<file path="src/include/dfm_pkg.sv">
// ==========================================================================
// Shared constants for the drive digital I/O function map.
// ==========================================================================
package dfm_pkg;

    // ======================================================================
    // Object dictionary indexes and sub-indexes.
    // ======================================================================
    localparam logic [15:0] IDX_INPUT4 = 16'h3024;
    localparam logic [15:0] IDX_OUTFUNC = 16'h3030;
    localparam logic [7:0] SUB_ENTRY_COUNT = 8'h00;
    localparam logic [7:0] SUB_IN4_FUNC = 8'h01;
    localparam logic [7:0] SUB_IN4_STATE = 8'h02;
    localparam logic [7:0] SUB_IN4_POL = 8'h03;
    localparam logic [7:0] SUB_IN4_LAST = 8'h05;
    localparam logic [7:0] SUB_OF_ENABLE = 8'h01;
    localparam logic [7:0] SUB_OF_STATE = 8'h02;
    localparam logic [7:0] SUB_OF_POL = 8'h03;
    localparam logic [7:0] SUB_OF_RAW = 8'h04;
    localparam logic [7:0] SUB_OF_LAST = 8'h06;

    // ======================================================================
    // Fixed entry values and reset values.
    // ======================================================================
    localparam logic [15:0] IN4_ENTRY_COUNT = 16'h0005;
    localparam logic [15:0] OF_ENTRY_COUNT = 16'h0006;
    localparam logic [15:0] RST_WORD = 16'h0000;
    localparam logic [31:0] RST_CODE = 32'h0000_0000;

    // ======================================================================
    // Abort codes returned to the master.
    // ======================================================================
    localparam logic [31:0] ABORT_NO_SUBINDEX = 32'h0609_0011;
    localparam logic [31:0] ABORT_NO_OBJECT = 32'h0602_0000;
    localparam logic [31:0] ABORT_READ_ONLY = 32'h0601_0002;

    // ======================================================================
    // Input function codes and output function codes.
    // ======================================================================
    typedef enum logic [3:0] {
        dfm_in_none = 4'h0,
        dfm_in_run = 4'h1,
        dfm_in_stop = 4'h2,
        dfm_in_urgent_halt = 4'h3,
        dfm_in_reset = 4'h4,
        dfm_in_jog_clockwise = 4'h5,
        dfm_in_jog_counter_clockwise = 4'h6,
        dfm_in_preset_speed_one = 4'h7,
        dfm_in_preset_speed_two = 4'h8,
        dfm_in_preset_speed_three = 4'h9,
        dfm_in_preset_speed_four = 4'ha,
        dfm_in_speed_or_torque_select = 4'hb,
        dfm_in_direction = 4'hc
    } dfm_in_func_t;

    typedef enum logic [2:0] {
        dfm_out_none = 3'h0,
        dfm_out_drive_ok = 3'h1,
        dfm_out_warning = 3'h2,
        dfm_out_goal_attained = 3'h3,
        dfm_out_brake = 3'h4,
        dfm_out_ready = 3'h5,
        dfm_out_motion = 3'h6,
        dfm_out_full_turn_sense = 3'h7
    } dfm_out_func_t;

    // Bit positions of the functions in every mask word.
    localparam int FB_DRIVE_OK = 0;
    localparam int FB_WARNING = 1;
    localparam int FB_GOAL = 2;
    localparam int FB_BRAKE = 3;
    localparam int FB_READY = 4;
    localparam int FB_MOTION = 5;
    localparam int FB_FULL_TURN = 6;
    localparam int NUM_FUNCS = 7;

    // Default output assignment and polarity.
    localparam logic [2:0] DEF_OUT1_FUNC = 3'h1;
    localparam logic [2:0] DEF_OUT2_FUNC = 3'h2;
    localparam logic [2:0] DEF_OUT3_FUNC = 3'h5;
    localparam logic [2:0] DEF_OUT4_FUNC = 3'h4;
    localparam logic [15:0] DEF_OUT_POLARITY = 16'h0000;
    localparam logic [3:0] DEF_IN4_FUNC = 4'h0;
    localparam logic DEF_IN4_POLARITY = 1'b0;

    // ======================================================================
    // Timing.
    // ======================================================================
    localparam int CLK_PERIOD_NS = 10;
    localparam int MS_NS = 1000000;
    localparam int MS_CYCLES = MS_NS / CLK_PERIOD_NS;

endpackage : dfm_pkg

</file>
<file path="src/include/dfm_in_if.sv">
`timescale 1ns/10ps
`default_nettype none
// ==========================================================================
// Qualified input level and its edges, from the pin qualifier to the map.
// ==========================================================================
interface dfm_in_if;
    logic level;
    logic rise_evt;
    logic fall_evt;

    modport src (output level, output rise_evt, output fall_evt);
    modport dst (input level, input rise_evt, input fall_evt);
endinterface : dfm_in_if
`default_nettype wire

</file>
<file path="src/dfm_pin_qual.sv">
`timescale 1ns/10ps
`default_nettype none
// ==========================================================================
// Three-stage pin synchroniser with agreement check and edge events.
// ==========================================================================
module dfm_pin_qual (
    // Clock, reset and enable.
    input wire logic ref_clk,
    input wire logic rst_b,
    input wire logic ce,
    // Asynchronous pin.
    input wire logic pin_async,
    // Qualified result.
    dfm_in_if.src q
);
    logic sync_a;
    logic sync_b;
    logic sync_c;
    logic level;
    logic rise;
    logic fall;
    logic next_level;
    logic next_rise;
    logic next_fall;

    // A change counts only once the second and third stages agree.
    always_comb begin
        next_level = level;
        if (sync_b == sync_c) begin
            next_level = sync_c;
        end
        next_rise = next_level & ~level;
        next_fall = ~next_level & level;
    end

    // Registers all stages; the first stage feeds only the second.
    always_ff @(posedge ref_clk) begin
        if (!rst_b) begin
            sync_a <= 1'b0;
            sync_b <= 1'b0;
            sync_c <= 1'b0;
            level <= 1'b0;
            rise <= 1'b0;
            fall <= 1'b0;
        end else if (ce) begin
            sync_a <= pin_async;
            sync_b <= sync_a;
            sync_c <= sync_b;
            level <= next_level;
            rise <= next_rise;
            fall <= next_fall;
        end
    end

    assign q.level = level;
    assign q.rise_evt = rise;
    assign q.fall_evt = fall;
endmodule : dfm_pin_qual
`default_nettype wire

</file>
<file path="src/dfm_motion_qual.sv">
`timescale 1ns/10ps
`default_nettype none
// ==========================================================================
// Motion detection: speed above threshold for the threshold time.
// ==========================================================================
module dfm_motion_qual #(
    parameter int MS_CYCLES = dfm_pkg::MS_CYCLES
) (
    // Clock, reset and enable.
    input wire logic ref_clk,
    input wire logic rst_b,
    input wire logic ce,
    // Speed, threshold and qualification time in milliseconds.
    input wire logic [31:0] velocity,
    input wire logic [31:0] velocity_threshold,
    input wire logic [15:0] threshold_time_ms,
    // Qualified motion level.
    output logic moving
);
    logic [31:0] pre_cnt;
    logic [15:0] ms_cnt;
    logic next_moving;
    logic [31:0] next_pre_cnt;
    logic [15:0] next_ms_cnt;
    logic above;

    // Counts whole milliseconds while the speed stays above the threshold.
    always_comb begin
        above = velocity > velocity_threshold;
        next_pre_cnt = pre_cnt;
        next_ms_cnt = ms_cnt;
        next_moving = 1'b0;
        if (above) begin
            if (ms_cnt >= threshold_time_ms) begin
                next_moving = 1'b1;
            end else if (pre_cnt >= 32'(MS_CYCLES - 1)) begin
                next_pre_cnt = 32'h0000_0000;
                next_ms_cnt = ms_cnt + 16'h0001;
            end else begin
                next_pre_cnt = pre_cnt + 32'h0000_0001;
            end
        end else begin
            next_pre_cnt = 32'h0000_0000;
            next_ms_cnt = 16'h0000;
        end
    end

    // Registers the timer state.
    always_ff @(posedge ref_clk) begin
        if (!rst_b) begin
            pre_cnt <= 32'h0000_0000;
            ms_cnt <= 16'h0000;
            moving <= 1'b0;
        end else if (ce) begin
            pre_cnt <= next_pre_cnt;
            ms_cnt <= next_ms_cnt;
            moving <= next_moving;
        end
    end
endmodule : dfm_motion_qual
`default_nettype wire

</file>
<file path="src/dfm_top.sv">
`timescale 1ns/10ps
`default_nettype none
// ==========================================================================
// Drive digital I/O function map: input 4 object and output function object.
// ==========================================================================

// Notes on behaviour
// - Input 4 configuration object is read-only; writes are refused.
// - Input function code 0 is none; 1 to 12 pick run through direction.
// - Input state reads 1 for high level active, 0 for low inactive.
// - Input polarity reads 0 for positive edge, 1 for negative edge.
// - A nonexistent sub-index is refused with the sub-index abort code.
// - Mask bit n stands for output function n+1; bits 7 to 15 unused.
// - Output function object has six read-only 16-bit sub-entries.
// - State mask bit reads 0 when its function is active, 1 otherwise.
// - Polarity mask bit reads 0 for positive, 1 for negative polarity.
// - Raw levels entry carries outputs one to four in bits 0 to 3.
// - Drive-ok function is 1 with no alarm, 0 while an alarm is present.
// - Warning function is 1 while at least one warning is present.
// - Goal-attained function is reserved and stays inactive.
// - Brake function follows the holding brake state.
// - Ready function shows the drive may enter the running state.
// - Motion function is 1 once speed exceeds threshold for the timer.
// - Default outputs: drive-ok, warning, ready, brake on outputs 1 to 4.
module dfm_top #(
    parameter logic [3:0] IN4_FUNCTION = dfm_pkg::DEF_IN4_FUNC,
    parameter logic IN4_POLARITY = dfm_pkg::DEF_IN4_POLARITY,
    parameter logic [2:0] OUT1_FUNC = dfm_pkg::DEF_OUT1_FUNC,
    parameter logic [2:0] OUT2_FUNC = dfm_pkg::DEF_OUT2_FUNC,
    parameter logic [2:0] OUT3_FUNC = dfm_pkg::DEF_OUT3_FUNC,
    parameter logic [2:0] OUT4_FUNC = dfm_pkg::DEF_OUT4_FUNC,
    parameter logic [15:0] OUT_POLARITY = dfm_pkg::DEF_OUT_POLARITY,
    parameter int MS_CYCLES = dfm_pkg::MS_CYCLES
) (
    // Clock, reset and clock enable.
    input wire logic ref_clk,
    input wire logic rst_b,
    input wire logic ce,
    // Object dictionary access from the protocol engine.
    input wire logic od_req,
    input wire logic od_write,
    input wire logic [15:0] od_index,
    input wire logic [7:0] od_subindex,
    output logic od_ack,
    output logic od_abort,
    output logic [15:0] od_data,
    output logic [31:0] od_abort_code,
    // Drive status from logic on the same clock.
    input wire logic drive_alarm,
    input wire logic drive_warning,
    input wire logic brake_engaged,
    input wire logic drive_ready,
    input wire logic full_turn_sense,
    input wire logic [31:0] velocity,
    input wire logic [31:0] velocity_threshold,
    input wire logic [15:0] threshold_time_ms,
    // Digital input 4 pin, asynchronous.
    input wire logic din4_pin,
    // Digital outputs and input 4 edge event.
    output logic [3:0] dig_out,
    output logic in4_event
);

    // ======================================================================
    // Helper functions.
    // ======================================================================

    // Returns the mask bit of an output function code, zero for none.
    function automatic logic [15:0] func_bit(input logic [2:0] code);
        logic [15:0] m;
        m = 16'h0000;
        if (code != 3'h0) begin
            m[code - 3'h1] = 1'b1;
        end
        return m;
    endfunction : func_bit

    // Picks the level of an output from the function states and polarity.
    function automatic logic out_level(input logic [2:0] code,
                                       input logic [6:0] act,
                                       input logic [15:0] pol);
        logic lv;
        lv = 1'b0;
        if (code != 3'h0) begin
            lv = act[code - 3'h1] ^ pol[code - 3'h1];
        end
        return lv;
    endfunction : out_level

    // Builds a word with a 7-bit value in its low bits, upper bits zero.
    function automatic logic [15:0] low_word(input logic [6:0] v);
        return {9'h000, v};
    endfunction : low_word

    // ======================================================================
    // Constant masks fixed at build time.
    // ======================================================================

    // Enable mask marks every function that drives some output.
    localparam logic [15:0] ENABLE_MASK = func_bit(OUT1_FUNC) | func_bit(OUT2_FUNC) |
                                          func_bit(OUT3_FUNC) | func_bit(OUT4_FUNC);

    // Polarity mask keeps only the defined function bits.
    localparam logic [15:0] POL_MASK = OUT_POLARITY & 16'h007f;

    // Input function selection is fixed by the maker; codes above 12 read none.
    localparam logic [3:0] IN4_CODE = (IN4_FUNCTION > 4'hc) ? 4'h0 : IN4_FUNCTION;

    // ======================================================================
    // Sub-blocks.
    // ======================================================================
    dfm_in_if in4 ();
    logic moving;

    // Qualifies the asynchronous input pin.
    dfm_pin_qual u_in4 (
        .ref_clk(ref_clk),
        .rst_b(rst_b),
        .ce(ce),
        .pin_async(din4_pin),
        .q(in4)
    );

    // Qualifies motion against the threshold and its timer.
    dfm_motion_qual #(
        .MS_CYCLES(MS_CYCLES)
    ) u_motion (
        .ref_clk(ref_clk),
        .rst_b(rst_b),
        .ce(ce),
        .velocity(velocity),
        .velocity_threshold(velocity_threshold),
        .threshold_time_ms(threshold_time_ms),
        .moving(moving)
    );

    // ======================================================================
    // Function states and physical outputs.
    // ======================================================================
    logic [6:0] func_act;
    logic [6:0] next_func_act;
    logic [3:0] next_dig_out;
    logic next_in4_event;
    logic [2:0] out_code [4];

    assign out_code[0] = OUT1_FUNC;
    assign out_code[1] = OUT2_FUNC;
    assign out_code[2] = OUT3_FUNC;
    assign out_code[3] = OUT4_FUNC;

    // Gathers the state of each output function.
    always_comb begin
        next_func_act = 7'h00;
        next_func_act[dfm_pkg::FB_DRIVE_OK] = ~drive_alarm;
        next_func_act[dfm_pkg::FB_WARNING] = drive_warning;
        next_func_act[dfm_pkg::FB_GOAL] = 1'b0;
        next_func_act[dfm_pkg::FB_BRAKE] = brake_engaged;
        next_func_act[dfm_pkg::FB_READY] = drive_ready;
        next_func_act[dfm_pkg::FB_MOTION] = moving;
        next_func_act[dfm_pkg::FB_FULL_TURN] = full_turn_sense;
    end

    // Drives each output from its function, inverted by its polarity bit.
    always_comb begin
        next_dig_out = 4'h0;
        for (int k = 0; k < 4; k++) begin
            next_dig_out[k] = out_level(out_code[k], func_act, POL_MASK);
        end
    end

    // Signals the input edge that the polarity setting selects.
    always_comb begin
        next_in4_event = IN4_POLARITY ? in4.fall_evt : in4.rise_evt;
    end

    // Registers function states, outputs and the input event.
    always_ff @(posedge ref_clk) begin
        if (!rst_b) begin
            func_act <= 7'h00;
            dig_out <= 4'h0;
            in4_event <= 1'b0;
        end else if (ce) begin
            func_act <= next_func_act;
            dig_out <= next_dig_out;
            in4_event <= next_in4_event;
        end
    end

    // ======================================================================
    // Object dictionary read path.
    // ======================================================================
    logic next_ack;
    logic next_abort;
    logic [15:0] next_data;
    logic [31:0] next_code;
    logic [15:0] state_mask;
    logic [15:0] raw_levels;

    // Inverted sense: a bit reads 0 while its function is active.
    assign state_mask = low_word(~func_act);

    // Raw levels mirror the physical outputs in bits 0 to 3.
    assign raw_levels = {12'h000, dig_out};

    // Decodes one access into data or an abort.
    always_comb begin
        next_ack = 1'b0;
        next_abort = 1'b0;
        next_data = dfm_pkg::RST_WORD;
        next_code = dfm_pkg::RST_CODE;
        if (od_req) begin
            next_ack = 1'b1;
            if (od_index == dfm_pkg::IDX_INPUT4) begin
                if (od_subindex > dfm_pkg::SUB_IN4_LAST) begin
                    next_abort = 1'b1;
                    next_code = dfm_pkg::ABORT_NO_SUBINDEX;
                end else if (od_write) begin
                    next_abort = 1'b1;
                    next_code = dfm_pkg::ABORT_READ_ONLY;
                end else begin
                    unique case (od_subindex)
                        dfm_pkg::SUB_ENTRY_COUNT: begin
                            next_data = dfm_pkg::IN4_ENTRY_COUNT;
                        end
                        dfm_pkg::SUB_IN4_FUNC: begin
                            next_data = {12'h000, IN4_CODE};
                        end
                        dfm_pkg::SUB_IN4_STATE: begin
                            next_data = {15'h0000, in4.level};
                        end
                        dfm_pkg::SUB_IN4_POL: begin
                            next_data = {15'h0000, IN4_POLARITY};
                        end
                        default: begin
                            next_data = dfm_pkg::RST_WORD;
                        end
                    endcase
                end
            end else if (od_index == dfm_pkg::IDX_OUTFUNC) begin
                if (od_subindex > dfm_pkg::SUB_OF_LAST) begin
                    next_abort = 1'b1;
                    next_code = dfm_pkg::ABORT_NO_SUBINDEX;
                end else if (od_write) begin
                    next_abort = 1'b1;
                    next_code = dfm_pkg::ABORT_READ_ONLY;
                end else begin
                    unique case (od_subindex)
                        dfm_pkg::SUB_ENTRY_COUNT: begin
                            next_data = dfm_pkg::OF_ENTRY_COUNT;
                        end
                        dfm_pkg::SUB_OF_ENABLE: begin
                            next_data = ENABLE_MASK;
                        end
                        dfm_pkg::SUB_OF_STATE: begin
                            next_data = state_mask;
                        end
                        dfm_pkg::SUB_OF_POL: begin
                            next_data = POL_MASK;
                        end
                        dfm_pkg::SUB_OF_RAW: begin
                            next_data = raw_levels;
                        end
                        default: begin
                            next_data = dfm_pkg::RST_WORD;
                        end
                    endcase
                end
            end else begin
                next_abort = 1'b1;
                next_code = dfm_pkg::ABORT_NO_OBJECT;
            end
        end
    end

    // Registers the answer; it stands for the one cycle of the acknowledge.
    always_ff @(posedge ref_clk) begin
        if (!rst_b) begin
            od_ack <= 1'b0;
            od_abort <= 1'b0;
            od_data <= dfm_pkg::RST_WORD;
            od_abort_code <= dfm_pkg::RST_CODE;
        end else if (ce) begin
            od_ack <= next_ack;
            od_abort <= next_abort;
            od_data <= next_data;
            od_abort_code <= next_code;
        end
    end

endmodule : dfm_top
`default_nettype wire

</file>
<file path="config.mk">
export PLATFORM = sky130hd
export DESIGN_NAME = dfm_top
export DESIGN_NICKNAME = d
export VERILOG_FILES = /design/src/include/dfm_pkg.sv /design/src/include/dfm_in_if.sv /design/src/dfm_pin_qual.sv /design/src/dfm_motion_qual.sv /design/src/dfm_top.sv
export SDC_FILE = /design/constraint.sdc
export NUM_CORES = 1
export LEC_CHECK = 0
export BUFFER_PORTS_ARGS = -buffer_cell sky130_fd_sc_hd__buf_2
export CAP_MARGIN = 20
export CORE_UTILIZATION = 50
export DETAILED_ROUTE_END_ITERATION = 16
export GPL_ROUTABILITY_DRIVEN = 0
export HOLD_SLACK_MARGIN = 0.08
export PLACE_DENSITY = 0.78
export REMOVE_ABC_BUFFERS = 1
export SYNTH_ARGS = -nofsm -noshare
export SYNTH_HDL_FRONTEND = slang
export SYNTH_HIERARCHICAL = 1
export SYNTH_SLANG_ARGS = --single-unit
</file>
<file path="constraint.sdc">
create_clock -name ref_clk -period 4.3 [get_ports ref_clk]
set_clock_uncertainty 0.15 [all_clocks]
set_input_delay 0.215 -clock ref_clk [delete_from_list [all_inputs] [get_ports ref_clk]]
set_output_delay 0.215 -clock ref_clk [all_outputs]
set_load 0.02 [all_outputs]
</file>
==> Yosys cells after proc, flatten, opt, wreduce, memory -nomap -nowiden <==
Index checks and enable logic that the tools add are counted.
Widths: inputs -> output; s select.
{ "word_totals": {"reg_bits": 115, "inputBits": 115, "word_cells": 68} }
{ "classes": {"add_sub_neg": 2, "order_cmp": 5, "n_eq_ne": 8, "muxes": 31, "bitwise": 4, "reduce_logical": 3} }
{ "op_table": {"columns": ["op", "count"], "rows": [
  ["$mux 32", 7],
  ["$mux 16", 7],
  ["$mux 27", 2],
  ["$add 32x1->32 const B", 1],
  ["$eq 16x14->1 const B", 2],
  ["$ge 32x17->1 const B", 1],
  ["$gt 32x32->1", 1],
  ["$pmux 7 s4", 1],
  ["$mux 7", 3],
  ["$add 16x1->16 const B", 1],
  ["$ge 16x16->1", 1],
  ["$gt 8x3->1 const B", 2],
  ["$mux 1", 10],
  ["$eq 8x1->1 const B", 1],
  ["$eq 8x2->1 const B", 1],
  ["$eq 8x3->1 const B", 1],
  ["$logic_not 8->1", 1],
  ["$not 7->7", 1],
  ["$pmux 3 s2", 1],
  ["$ne 2x2->1 const B", 2],
  ["$reduce_and 3->1", 1],
  ["$not 1->1", 2],
  ["$reduce_and 2->1", 1],
  ["$and 1x1->1", 1],
  ["$eq 1x1->1", 1]
]} }

==> Longest topological paths before layout <==
{ "logic_depth": {"word_depth": 7, "mapped_depth": 11, "mapped_depth_nobuf": 9} }

==> Hierarchy <==
The synthesis kept the hierarchy.
{ "modules_own_cells": {"columns": ["module", "n_inst", "cells_each", "area_per_inst_um2"], "rows": [
  ["dfm_motion_qual", 1, 487, 3892.5],
  ["dfm_top", 1, 166, 1478.9],
  ["dfm_pin_qual", 1, 25, 261.5]
]} }

==> Worst setup path before layout <==
No wires, ideal clock.
{ "synth_path": {"kind": "input to register", "from": "input velocity_threshold[23]", "to": "register u_motion.pre_cnt[18]", "setup_time_ns": 0.137, "t_arrival_ns": 2.386, "slack_ns": 1.628, "cell_stages": 10, "path_cell_list": "inv_1 -> ha_1 -> nand4_1 -> or4_4 -> nor2_2 -> o22a_2 -> nand2_1 -> a21oi_1 -> buf_2 -> nor3_1"} }
{ "synth_between": {"elab_chain_cells": 3} }
{ "synth_rtl": {"columns": ["element", "line_no", "rtl"], "rows": [
  ["start: declaration", "dfm_top.sv:55", "input wire logic [31:0] velocity_threshold,"],
  ["$gt 32x32->1 (*)", "dfm_motion_qual.sv:29", "above = velocity > velocity_threshold;"],
  ["$ne 2x2->1 (no line)", null, null],
  ["$reduce_and 2->1 (no line)", null, null],
  ["end signal: assignment", "dfm_motion_qual.sv:55", "pre_cnt <= next_pre_cnt;"],
  ["end: declaration", "dfm_motion_qual.sv:20", "logic [31:0] pre_cnt;"]
]} }
Every way passes the cells marked *; elsewhere a longest branch is shown, timed or not.
A chain may end at the register's enable or synchronous reset.

==> Worst setup path after layout <==
{ "layout_path": {"from": "register u_motion.ms_cnt[0]", "to": "register u_motion.pre_cnt[9]"} }
{ "layout_between": {"elab_chain_cells": 3} }
{ "layout_rtl": {"columns": ["element", "line_no", "rtl"], "rows": [
  ["start: declaration", "dfm_motion_qual.sv:21", "logic [15:0] ms_cnt;"],
  ["start signal: assignment", "dfm_motion_qual.sv:56", "ms_cnt <= next_ms_cnt;"],
  ["$ge 16x16->1", "dfm_motion_qual.sv:34", "if (ms_cnt >= threshold_time_ms) begin"],
  ["$ne 2x2->1 (no line)", null, null],
  ["$reduce_and 2->1 (no line)", null, null]
]} }
Every way passes these cells.

==> impl_results.html <==
<table>
<tr><th>Metric</th><th>Value</th></tr>
<tr><th colspan="2">Hold path</th></tr>
<tr><td>Worst min-delay path class</td><td>in -&gt; reg</td></tr>
<tr><td>Worst hold path depth</td><td>3</td></tr>
<tr><th colspan="2">Floorplanning</th></tr>
<tr><td>Area inside the core boundary</td><td>about 11000 um^2</td></tr>
<tr><td>Cell row count</td><td>38</td></tr>
<tr><td>Die area</td><td>between 10000 and 15000 um^2</td></tr>
<tr><td>Starting utilization of the core area</td><td>0.513</td></tr>
<tr><td>Vertical die dimension</td><td>roughly 110 um</td></tr>
<tr><td>Die Width</td><td>about 110 um</td></tr>
<tr><td>Count of boundary I/O pins</td><td>between 150 and 200</td></tr>
<tr><th colspan="2">Worst setup path</th></tr>
<tr><td>CP top delay family</td><td>compound AO/OA/AOI/OAI gates</td></tr>
<tr><td>Largest stage delay on the critical path</td><td>between 0.5 and 0.6 ns</td></tr>
<tr><td>Required @ worst endpoint</td><td>~4.4 ns</td></tr>
<tr><td>Launch point of the worst reg-to-reg path</td><td>u_motion/ms_cnt[0]$_SDFFE_PN0P_</td></tr>
<tr><td>Element type at the critical path end</td><td>flip-flop</td></tr>
<tr><td>Critical Path Start Type</td><td>flip-flop</td></tr>
<tr><td>Critical path data arrival time</td><td>roughly 3.2 ns</td></tr>
<tr><td>Cell breakdown of the critical path</td><td>inv_1, ha_1, nor2_1, a21oi_1, o41a_1, o21ai_4, a22oi_4, or4_1, a211oi_1</td></tr>
<tr><td>Worst-case register-to-register setup slack</td><td>approximately 1.2 ns</td></tr>
<tr><td>Critical Path Fanout Max</td><td>25</td></tr>
<tr><td>Terminus of the critical flop-to-flop path</td><td>u_motion/pre_cnt[9]$_SDFFE_PN0P_</td></tr>
<tr><td>Reg2reg path depth</td><td>9</td></tr>
<tr><td>Endpoint of the most critical setup path</td><td>u_motion/pre_cnt[9]$_SDFFE_PN0P_</td></tr>
<tr><td>Max stage delay cell, worst path</td><td>or4_1</td></tr>
<tr><td>Total number of cells along the worst setup path</td><td>9</td></tr>
<tr><td>Source of the critical timing path</td><td>u_motion/ms_cnt[0]$_SDFFE_PN0P_</td></tr>
<tr><td>Worst Path Buf+Inv</td><td>1</td></tr>
<tr><td>Start-to-end type of the worst setup path</td><td>reg -&gt; reg</td></tr>
<tr><th colspan="2">Place</th></tr>
<tr><td>Detailed placement HPWL</td><td>about 9.9 mm</td></tr>
<tr><td>Quantity of I/O buffers inserted on ports</td><td>approximately 140</td></tr>
<tr><td>Setup slack at placement</td><td>approximately 1.1 ns</td></tr>
<tr><td>Post-placement cell count</td><td>920</td></tr>
<tr><th colspan="2">Synth</th></tr>
<tr><td>Synth warnings</td><td>6</td></tr>
<tr><td>Post-synthesis cell area</td><td>5590 um^2</td></tr>
<tr><td>Mean post-synth cell area</td><td>between 8 and 9 um^2</td></tr>
<tr><td>Cell count after synthesis</td><td>a little under 700</td></tr>
<tr><th colspan="2">Power</th></tr>
<tr><td>Static leakage</td><td>approximately 0.0029 uW</td></tr>
<tr><td>Total power per unit cell area</td><td>between 200 and 250 nW/um^2</td></tr>
<tr><td>Post-route total power</td><td>1560 uW</td></tr>
<tr><td>Highest ir drop seen on vdd</td><td>~0.00019 V</td></tr>
<tr><th colspan="2">Routing</th></tr>
<tr><td>Residual antenna-violating net count after detailed routing</td><td>0</td></tr>
<tr><td>Average wire per standard cell</td><td>approximately 14 um</td></tr>
<tr><td>1st-iter DRT viols</td><td>about 290</td></tr>
<tr><td>Detail-routed via count per cell</td><td>between 5 and 6</td></tr>
<tr><td>Vias</td><td>5374</td></tr>
<tr><td>Count of unresolved DRC violations after routing</td><td>0</td></tr>
<tr><td>Router iterations before antenna repair</td><td>6</td></tr>
<tr><td>Routed wire length</td><td>approximately 13 mm</td></tr>
<tr><th colspan="2">Global routing</th></tr>
<tr><td>Largest net degree at the start of global routing</td><td>32</td></tr>
<tr><td>Global-route congestion overflow total</td><td>0</td></tr>
<tr><td>Via count of the first global-routing pass</td><td>slightly below 5000</td></tr>
<tr><td>Initial antenna violation count</td><td>0</td></tr>
<tr><td>First-pass GRT wire length</td><td>approximately 22 mm</td></tr>
<tr><td>All-layer global routing usage</td><td>0.227</td></tr>
<tr><th colspan="2">Clocking</th></tr>
<tr><td>Number of levels in the clock H-tree</td><td>3</td></tr>
<tr><td>Quantity of gates resized following cts</td><td>0</td></tr>
<tr><td>CTS root buffer</td><td>clkbuf_8</td></tr>
<tr><td>Post-CTS setup-driven buffer insertion count</td><td>0</td></tr>
<tr><td>Clk buf depth</td><td>2</td></tr>
<tr><td>Clk sink count</td><td>between 70 and 80</td></tr>
<tr><td>Clock latency at the later pin of the worst-skew pair</td><td>around 0.36 ns</td></tr>
<tr><td>Post-CTS clock slew at the launch and capture registers of the worst setup and hold paths</td><td>~0.080 ns</td></tr>
<tr><td>Cts bufs inserted</td><td>9</td></tr>
<tr><td>Number of buffers inserted for hold repair after clock tree synthesis</td><td>8</td></tr>
<tr><td>TritonCTS clock tree</td><td>yes</td></tr>
<tr><th colspan="2">Layout</th></tr>
<tr><td>N_diodes</td><td>0</td></tr>
<tr><td>Total number of nets in the final design</td><td>964</td></tr>
<tr><td>Fraction of layout cells with a size suffix above 1</td><td>0.236</td></tr>
<tr><td>Relative area change from synthesis to final layout</td><td>15.7%</td></tr>
<tr><td>Final cell utilization of the core</td><td>0.594</td></tr>
<tr><td>Final Instance Count excl. Fillers</td><td>944</td></tr>
<tr><th colspan="2">Run</th></tr>
<tr><td>Max-Cap Viols</td><td>0</td></tr>
<tr><th colspan="2">Timing</th></tr>
<tr><td>Achievable clock frequency</td><td>between 300 and 400 MHz</td></tr>
<tr><td>Number of pins exceeding their max-slew limit in the final report</td><td>0</td></tr>
<tr><td>Transition time at the pin with the least slew margin</td><td>a little under 0.9 ns</td></tr>
<tr><td>Setup_tns</td><td>0 ns</td></tr>
<tr><td>Setup repair after global routing missed its margin</td><td>false</td></tr>
<tr><td>Slew headroom</td><td>0.411</td></tr>
<tr><td>Crit path time final</td><td>3.06 ns</td></tr>
<tr><td>Count of final setup violators</td><td>0</td></tr>
<tr><td>Hold violation count in the final report</td><td>0</td></tr>
<tr><td>Share of the cycle needed by the critical path after routing</td><td>0.713</td></tr>
<tr><td>Worst setup margin</td><td>1.24 ns</td></tr>
<tr><th colspan="2">Run status</th></tr>
<tr><td>Outcome</td><td>completed</td></tr>
</table>
[tightest hold or removal path, stage by stage]
cell and delay, ns:
buf_2 0.11, o31a_1 0.14, a22o_1 0.11
[stage by stage]
step | hold slack, ns | cell area [um^2]
4_1_cts | 0.0821 | 6470
6_report | 0.101 | 6470
5_1_grt | 0.114 | 6470
3_3_place_gp | 0.283 | 6190
2_1_floorplan | 0.162 | 5290
3_5_place_dp | 0.290 | 6190
[report_power, final]
part / internal (uW) / switching, uW / leakage [uW]
logic: 107 / 161 / 0.00216
clock network: 284 / 270 / 0.0000955
registers: 730 / 6.80 / 0.000630
total: 1120 / 438 / 0.00289
[registers in the layout, summed over array words and instances (netlist names), 4 cells and up]
register and cells:
dig_out 4, func_act 6, u_motion/pre_cnt 32, u_motion/ms_cnt 16, od_abort_code 5, od_data 7
[placed cells by master (no fill, tap or decap), drive strengths merged, types with 17 or more instances in the layout]
| master | instances |
|---|---|
| or4 | 25 |
| dfxtp | 78 |
| inv | 63 |
| buf | 141 |
| ha | 50 |
| nand4 | 20 |
| nor2b | 21 |
| conb | 33 |
| nand2 | 49 |
| o21ai | 22 |
| a21oi | 36 |
| nor3 | 17 |
| nor2 | 20 |
| nand3 | 25 |
[layer usage]
layer | routed length [um] | GRT usage | vias up
li1 | - | - | 2687
met1 | 5600 | 0.273 | 2525
met2 | 6910 | 0.406 | 141
met3 | 503 | 0.0460 | 21
met4 | 196 | 0.0607 | 0
met5 | 0 | 0 | -
[layout make-up]
cell class                      count  area [um^2]
Clock buffer                       11          141
Clock inverter                      5         58.8
Fill cell                         942         4420
Inverter                           63          236
Multi-Input combinational cell    498         3500
Sequential cell                    78         1560
Tap cell                          140          175
Timing Repair Buffer              149          798
[worst min path at each step]
| stage | startpoint | to |
|---|---|---|
| 2_1_floorplan | od_subindex[2] | od_data[4]$_SDFFE_PN0P_ |
| 3_3_place_gp | od_abort_code[16]$_SDFFE_PN0P_ | od_abort_code[16]$_SDFFE_PN0P_ |
| 3_5_place_dp | od_abort_code[16]$_SDFFE_PN0P_ | od_abort_code[16]$_SDFFE_PN0P_ |
| 4_1_cts | od_subindex[5] | od_abort_code[19]$_SDFFE_PN0P_ |
| 5_1_grt | od_subindex[5] | od_abort_code[19]$_SDFFE_PN0P_ |
| 6_report | od_subindex[5] | od_abort_code[19]$_SDFFE_PN0P_ |
Power figures use the tool's default switching activity.
